File: config.mk
export PLATFORM = sky130hd
export DESIGN_NAME = tmz_timer0
export DESIGN_NICKNAME = d
export VERILOG_FILES = /design/src/tmz_pkg.sv /design/src/tmz_timer0.sv
export SDC_FILE = /design/constraint.sdc
export NUM_CORES = 1
export LEC_CHECK = 0
export BUFFER_PORTS_ARGS = -buffer_cell sky130_fd_sc_hd__buf_4
export CAP_MARGIN = 20
export CORE_ASPECT_RATIO = 0.6
export CORE_UTILIZATION = 29
export DETAILED_ROUTE_END_ITERATION = 12
export SLEW_MARGIN = 20
export SYNTH_ARGS = -nofsm -noshare
export SYNTH_HDL_FRONTEND = slang
export SYNTH_SLANG_ARGS = --single-unit
File: constraint.sdc
create_clock -name clock -period 2.3 [get_ports clock]
set_input_delay 0.69 -clock clock [delete_from_list [all_inputs] [get_ports clock]]
set_output_delay 0.69 -clock clock [all_outputs]
set_load 0.05 [all_outputs]
File: src/tmz_pkg.sv
// Purpose: constants and carriers for the eight-bit up-counting timer
// Assumes: registers reached over APB, one 32-bit aligned word each
// Notes: all offsets below are byte addresses
// Behaviour
// - count up on each qualified event, only while the run enable bit is set
// - a written count loads at once; a read returns the live count
// - source select 0 counts the instruction clock, slow select ignored
// - source select 1, slow select 0 counts the external count pin
// - both selects and source setting 1 count the chosen slow oscillator
// - edge select 1 counts falling edges, 0 counts rising edges
// - assignment bit 0 puts the prescaler between source and counter
// - writing 0 to the assignment bit clears the prescaler afterwards
// - three-bit ratio field divides from 1:2 up to 1:256
// - by default the source is synchronised to the instruction clock
// - asynchronous option bypasses the instruction-clock alignment stage
// - counter overflow sets the overflow flag
// - flag with both interrupt enables set raises the interrupt request
// - overflow flag stays set until software writes 0 to it
// - assignment bit 1 hands the prescaler away; counter counts undivided
package tmz_pkg;
  localparam int ADDR_W = 8;
  localparam int DATA_W = 32;
  localparam logic [ADDR_W-1:0] OFF_COUNT = 8'h00;
  localparam logic [ADDR_W-1:0] OFF_MODE = 8'h04;
  localparam logic [ADDR_W-1:0] OFF_PCTRL = 8'h08;
  localparam logic [ADDR_W-1:0] OFF_FLAG = 8'h0c;
  localparam logic [ADDR_W-1:0] OFF_INTEN = 8'h10;
  localparam logic [ADDR_W-1:0] OFF_CFG = 8'h14;
  localparam logic [ADDR_W-1:0] OFF_PRESC = 8'h18;
  // timer mode register fields
  localparam int MODE_SLOW = 7;
  localparam int MODE_SRC = 5;
  localparam int MODE_EDGE = 4;
  localparam int MODE_PSA = 3;
  localparam int MODE_RATIO_LSB = 0;
  localparam int RATIO_W = 3;
  // power control 1 fields
  localparam int PCTRL_RUN = 0;
  localparam int PCTRL_GIE = 7;
  localparam int FLAG_OVF = 0;
  localparam int INTEN_OVF = 0;
  // configuration option fields
  localparam int CFG_ASYNC = 0;
  localparam int CFG_XTAL = 1;
  localparam int CFG_T0SRC = 2;
  localparam logic [7:0] COUNT_RST = 8'h00;
  localparam logic [7:0] MODE_RST = 8'h00;
  localparam logic [7:0] PCTRL_RST = 8'h00;
  localparam logic [7:0] CFG_RST = 8'h00;
  localparam logic [7:0] PSC_RST = 8'h00;
  localparam int SYNC_STAGES = 2;
  localparam int PIN_COUNT = 3;

  typedef struct packed {
    logic psel;
    logic penable;
    logic pwrite;
    logic [ADDR_W-1:0] paddr;
    logic [DATA_W-1:0] pwdata;
  } tmz_apb_req_s;

  typedef struct packed {
    logic [DATA_W-1:0] prdata;
    logic pready;
    logic pslverr;
  } tmz_apb_rsp_s;
endpackage

File: src/tmz_timer0.sv
// Purpose: eight-bit up-counting timer with shared prescaler, APB slave
// Assumes: clock is the instruction clock; source pins are asynchronous
// Notes: every APB access answers with pready in the second access cycle
`timescale 1ns/100ps
module tmz_timer0 (
  input logic clock, // instruction clock, 100 MHz
  input logic reset_n, // synchronous reset, active low
  input tmz_pkg::tmz_apb_req_s apbReq, // APB request group
  output tmz_pkg::tmz_apb_rsp_s apbRsp, // APB answer group
  input logic extCountIn, // external count input pin
  input logic intSlowRc, // internal slow RC oscillator
  input logic extSlowXtal, // external slow crystal oscillator
  output logic irqOut // overflow interrupt request
);
  import tmz_pkg::*;

  logic [7:0] count_reg;
  logic [7:0] mode_reg;
  logic [7:0] pctrl_reg;
  logic [7:0] cfg_reg;
  logic [7:0] psc_reg;
  logic flag_reg;
  logic inten_reg;
  logic irq_reg;
  logic [PIN_COUNT-1:0] syncA_reg;
  logic [PIN_COUNT-1:0] syncB_reg;
  logic align_reg;
  logic alignPrev_reg;
  tmz_apb_rsp_s rsp_reg;
  logic [8:0] evtSince_reg;

  logic access;
  logic wrEn;
  logic wrCount;
  logic wrMode;
  logic wrFlag;
  logic [7:0] wdata;
  logic [DATA_W-1:0] rdData;
  logic addrHit;
  logic run;
  logic srcSel;
  logic slowSel;
  logic psa;
  logic async;
  logic selLevel;
  logic curLevel;
  logic prevLevel;
  logic edgeSeen;
  logic srcEvent;
  logic [7:0] pscMask;
  logic pscHit;
  logic countEvent;
  logic overflow;

  // ---------------- APB slave ----------------
  assign access = apbReq.psel & apbReq.penable;
  // writes land only on the edge where pready is sampled high
  assign wrEn = access & apbReq.pwrite & rsp_reg.pready;
  assign wdata = apbReq.pwdata[7:0];
  assign wrCount = wrEn & (apbReq.paddr == OFF_COUNT);
  assign wrMode = wrEn & (apbReq.paddr == OFF_MODE);
  assign wrFlag = wrEn & (apbReq.paddr == OFF_FLAG);

  always_comb begin
    rdData = '0;
    addrHit = 1'b1;
    if (apbReq.paddr == OFF_COUNT) begin
      rdData[7:0] = count_reg;
    end else if (apbReq.paddr == OFF_MODE) begin
      rdData[7:0] = mode_reg;
    end else if (apbReq.paddr == OFF_PCTRL) begin
      rdData[7:0] = pctrl_reg;
    end else if (apbReq.paddr == OFF_FLAG) begin
      rdData[FLAG_OVF] = flag_reg;
    end else if (apbReq.paddr == OFF_INTEN) begin
      rdData[INTEN_OVF] = inten_reg;
    end else if (apbReq.paddr == OFF_CFG) begin
      rdData[7:0] = cfg_reg;
    end else if (apbReq.paddr == OFF_PRESC) begin
      rdData[7:0] = psc_reg;
    end else begin
      addrHit = 1'b0;
    end
  end

  always_ff @(posedge clock) begin
    if (!reset_n) begin
      rsp_reg <= '0;
    end else if (access && !rsp_reg.pready) begin
      rsp_reg.pready <= 1'b1;
      rsp_reg.prdata <= apbReq.pwrite ? '0 : rdData;
      rsp_reg.pslverr <= !addrHit;
    end else begin
      rsp_reg <= '0;
    end
  end

  assign apbRsp = rsp_reg;

  // ---------------- control registers ----------------
  always_ff @(posedge clock) begin
    if (!reset_n) begin
      mode_reg <= MODE_RST;
    end else if (wrMode) begin
      mode_reg <= wdata;
    end
  end

  always_ff @(posedge clock) begin
    if (!reset_n) begin
      pctrl_reg <= PCTRL_RST;
    end else if (wrEn && apbReq.paddr == OFF_PCTRL) begin
      pctrl_reg <= wdata;
    end
  end

  always_ff @(posedge clock) begin
    if (!reset_n) begin
      cfg_reg <= CFG_RST;
    end else if (wrEn && apbReq.paddr == OFF_CFG) begin
      cfg_reg <= wdata;
    end
  end

  always_ff @(posedge clock) begin
    if (!reset_n) begin
      inten_reg <= 1'b0;
    end else if (wrEn && apbReq.paddr == OFF_INTEN) begin
      inten_reg <= wdata[INTEN_OVF];
    end
  end

  assign run = pctrl_reg[PCTRL_RUN];
  assign srcSel = mode_reg[MODE_SRC];
  assign slowSel = mode_reg[MODE_SLOW];
  assign psa = mode_reg[MODE_PSA];
  assign async = cfg_reg[CFG_ASYNC];

  // ---------------- source selection and edge qualify ----------------
  // pins: 0 count pin, 1 slow RC, 2 slow crystal
  always_ff @(posedge clock) begin
    if (!reset_n) begin
      syncA_reg <= '0;
      syncB_reg <= '0;
    end else begin
      syncA_reg <= {extSlowXtal, intSlowRc, extCountIn};
      syncB_reg <= syncA_reg;
    end
  end

  always_comb begin
    if (slowSel && cfg_reg[CFG_T0SRC]) begin
      selLevel = cfg_reg[CFG_XTAL] ? syncB_reg[2] : syncB_reg[1];
    end else begin
      selLevel = syncB_reg[0];
    end
  end

  always_ff @(posedge clock) begin
    if (!reset_n) begin
      align_reg <= 1'b0;
      alignPrev_reg <= 1'b0;
    end else begin
      align_reg <= selLevel;
      alignPrev_reg <= align_reg;
    end
  end

  // the alignment stage costs one cycle; the async option skips it
  assign curLevel = async ? selLevel : align_reg;
  assign prevLevel = async ? align_reg : alignPrev_reg;
  // edge select 1 means falling edges count
  assign edgeSeen = mode_reg[MODE_EDGE] ? (prevLevel & ~curLevel)
                                        : (~prevLevel & curLevel);
  // instruction clock: every cycle is a source event
  assign srcEvent = srcSel ? edgeSeen : 1'b1;

  // ---------------- prescaler ----------------
  // ratio r divides by 2^(r+1): mask of r+1 low ones
  assign pscMask = 8'((9'h002 << mode_reg[MODE_RATIO_LSB +: RATIO_W])
                      - 9'h001);
  assign pscHit = (psc_reg & pscMask) == pscMask;

  always_ff @(posedge clock) begin
    if (!reset_n) begin
      psc_reg <= PSC_RST;
    end else if (wrMode && !wdata[MODE_PSA]) begin
      psc_reg <= PSC_RST;
    end else if (run && srcEvent && !psa) begin
      psc_reg <= psc_reg + 8'h01;
    end
  end

  // with the prescaler handed away the counter sees every source event
  assign countEvent = run & srcEvent & (psa | pscHit);

  // ---------------- counter and overflow ----------------
  assign overflow = countEvent & !wrCount & (count_reg == 8'hff);

  always_ff @(posedge clock) begin
    if (!reset_n) begin
      count_reg <= COUNT_RST;
    end else if (wrCount) begin
      count_reg <= wdata;
    end else if (countEvent) begin
      count_reg <= count_reg + 8'h01;
    end
  end

  // set beats a clear landing in the same cycle
  always_ff @(posedge clock) begin
    if (!reset_n) begin
      flag_reg <= 1'b0;
    end else if (overflow) begin
      flag_reg <= 1'b1;
    end else if (wrFlag && !wdata[FLAG_OVF]) begin
      flag_reg <= 1'b0;
    end
  end

  always_ff @(posedge clock) begin
    if (!reset_n) begin
      irq_reg <= 1'b0;
    end else begin
      irq_reg <= flag_reg & inten_reg & pctrl_reg[PCTRL_GIE];
    end
  end

  assign irqOut = irq_reg;

  // ---------------- assertions ----------------
  // helper for the ratio check: source events seen since the last count,
  // kept apart from the prescaler so the check does not restate its mask
  always_ff @(posedge clock) begin
    if (!reset_n) begin
      evtSince_reg <= '0;
    end else if (countEvent || (wrMode && !wdata[MODE_PSA])) begin
      evtSince_reg <= '0;
    end else if (run && srcEvent && !psa) begin
      evtSince_reg <= evtSince_reg + 9'h001;
    end
  end
endmodule

==> results.toml <==
[outcome]
outcome = "complete, no violations"

[sta]
timing.fmax_mhz = 458.5
drv_slew = 0
min_period_over_period = 0.9482
finClkSkew_ps = 3.515
hold_viol = 0
rsz0062_at_grt = "no"
fin_crit_ps = 2181
setup_slack_ps = 119.1
setup_viol = 0

[synthesis]
syn_inst = 364
ys_top_cells_by_count = "61 x dfxtp_1, 43 x nor2_1, 29 x nand2_1"
syn_area_per_cell_sq_um = 8.342
yosysTopAreaCell = "dfxtp_1"
synth-seq-cells = 61
yosysUniqueCellTypes = 51
synth-edff-count = 0
yosysSeqAreaShare = 0.4021
yosysMostFrequentCell = "dfxtp_1"
synth_area_sq_um = 3037
synth_top_area_share = 0.4021
ys_top_cells_by_area = "dfxtp_1 40%, mux2i_1 6.3%, buf_4 5.9%"
ys_warn_count = 0
synth-main-ff-cell = "dfxtp_1"
ys_async_sr_fraction = 0

[clock_network]
clkTransAtPathRegs_ps = 50
cts_sinks = 61
cts_tree = "yes"
cts_root_buf = "clkbuf_16"
clk_latency_ps = 330
cts_made_buffers = 9
htreeDepth = 3
cts_max_path_buffers = 2
post-cts-setup-buffers = 0

[critical_path]
start_kind = "flip-flop"
worstSetupPathType = "reg -> reg"
end_kind = "flip-flop"
cp_data_required_time_ps = 2550
worstPathMaxFanout = 17
cp_cell_sequence = "or4b_1 > nand3_1 > a211oi_2 > nand2b_1 > buf_12 > or4_1 > a31oi_1"
cp.arrival_ps = 2430
cp_slowest_cell = "or4b_1"
cp_slowest_stage_delay_ps = 520

[placement]
post-place-ws_ps = -101.8
io_buffers = 34
gp_congestion = 0.8507
placed_cells = 538
dp_hpwl_um = 6635

[die]
core_sq_um = 10020
num_rows = 28
die_h_um = 81.27
die_w_um = 134.1
ios = 83
initial_utilization = 0.3031
dieArea_sq_um = 10900

[global_routing]
grt_pass1_wl_um = 13650
grt_usage = 0.1708
antenna_found_initial = 0
grt_pass1_vias = 2546
grt_max_degree = 25
grt-ovfl-total = 0

[layout]
largest_reg_flops = 10
area_delta_synth_final_pct = 24.64
fin_nets = 464
antennaDiodeCount = 0
multi_input_area_sq_um = 1617
stdcell_count = 554
fillCellCount = 1018
drive_gt1_frac = 0.2005
seq_area_sq_um = 1221

[detailed_routing]
dr.pass1.iters = 5
route.vias.total = 2841
drt_iter0_drc = 298
vias_per_cell = 5.128
wl_per_cell_um = 15.72
drc = 0
wirelength_um = 8709
antenna_left = 0

[hold_path]
hold_path.class = "reg -> reg"

[pwr]
power_density_nw_per_um2 = 656.1
vdd_drop_max_mv = 0.3906
p_leak_nw = 1.436

[flow_run]
maxCapViolCount = 0
==> repair_timing <==
action	in CTS	in global routing
resized for setup	0	1
endpoints found under the setup margin	0	5
hold buffers	0	0
==> worst max-delay path, delay by kind of cell (launching register included) <==
kind                   cells  cell delay, ps
DFF                        1             360
AOI/OAI and AO/OA          2             240
and+or+nand+nor            4            1330
buffers and inverters      1             180
==> cells in the final DEF, fill, tap and decap left out, drive strengths merged, types with 4 or more instances in the layout <==
| master | instances |
|---|---|
| and2 | 9 |
| dfxtp | 61 |
| or4 | 5 |
| nor3 | 13 |
| clkinv | 4 |
| a21oi | 14 |
| clkbuf | 11 |
| inv | 10 |
| xnor2 | 5 |
| conb | 24 |
| mux2i | 19 |
| and3 | 4 |
| buf | 59 |
| nor2 | 43 |
| o21ai | 20 |
| or3 | 4 |
| a222oi | 5 |
| nand2 | 29 |
| a31oi | 7 |
| nand3 | 18 |
| nor4 | 5 |
| o31ai | 7 |
| nor2b | 9 |
==> worst paths after layout <==
check	end	depth (start not counted)	slack (ps)	from
worst min-delay path	syncB_reg[1]$_SDFF_PN0_	1	430	syncA_reg[1]$_SDFF_PN0_
worst max register to register	count_reg[7]$_SDFFE_PN0P_	7	120	mode_reg[4]$_SDFFE_PN0P_
worst max-delay path	count_reg[7]$_SDFFE_PN0P_	7	120	mode_reg[4]$_SDFFE_PN0P_
worst min register to register	syncB_reg[1]$_SDFF_PN0_	1	430	syncA_reg[1]$_SDFF_PN0_
==> per-stage QoR <==
stage	power, mW	area (sq um)	util	hold slack, ps	TNS [ps]
finish	2.483	3785	0.3777	427.3	0
detailed placement	1.310	3522	0.3515	422.7	-672.7
global placement	1.309	3522	0.3515	415.7	-716.0
CTS	2.499	3782	0.3775	433.7	0
floorplan	1.263	3128	-	411.9	-5.776
global route	2.568	3785	0.3777	448.8	0
==> layout make-up <==
cell class | count | share of cell area
inverter | 10 | 0.009917
clock buffer | 11 | 0.06149
timing repair buffer | 59 | 0.1269
sequential | 61 | 0.3226
multi-input combinational | 273 | 0.4271
clock inverter | 5 | 0.007273
tap | 135 | 0.04463
==> power breakdown <==
part           switching [mW]  internal (mW)  leakage, nW  total (mW)
clock                   0.472          0.720        0.129        1.19
combinational           0.166         0.0583        0.814       0.224
sequential            0.00214           1.07        0.493        1.07
total                   0.640           1.84         1.44        2.48
==> per-layer routing <==
| layer | GRT usage | part of all wire |
|---|---|---|
| met1 | 0.2479 | 0.49 |
| met2 | 0.2316 | 0.38 |
| met3 | 0.05868 | 0.12 |
| met4 | 0.05056 | 0.0079 |
| met5 | 0 | 0 |
==> cells by family (layout without fill, tap and decap cells) <==
| kind of cell | after synthesis | in the layout | synth area share |
|---|---|---|---|
| xor+xnor | 5 | 5 | 0.01442 |
| compound gates | 69 | 69 | 0.1520 |
| buf+inv | 53 | 85 | 0.09641 |
| fa+ha+maj | 2 | 2 | 0.008239 |
| other cells | 1 | 24 | 0.001235 |
| flops | 61 | 61 | 0.4021 |
| simple gates | 152 | 152 | 0.2555 |
| mux | 21 | 21 | 0.07004 |
Note: power is estimated with default switching activity, not from simulation.
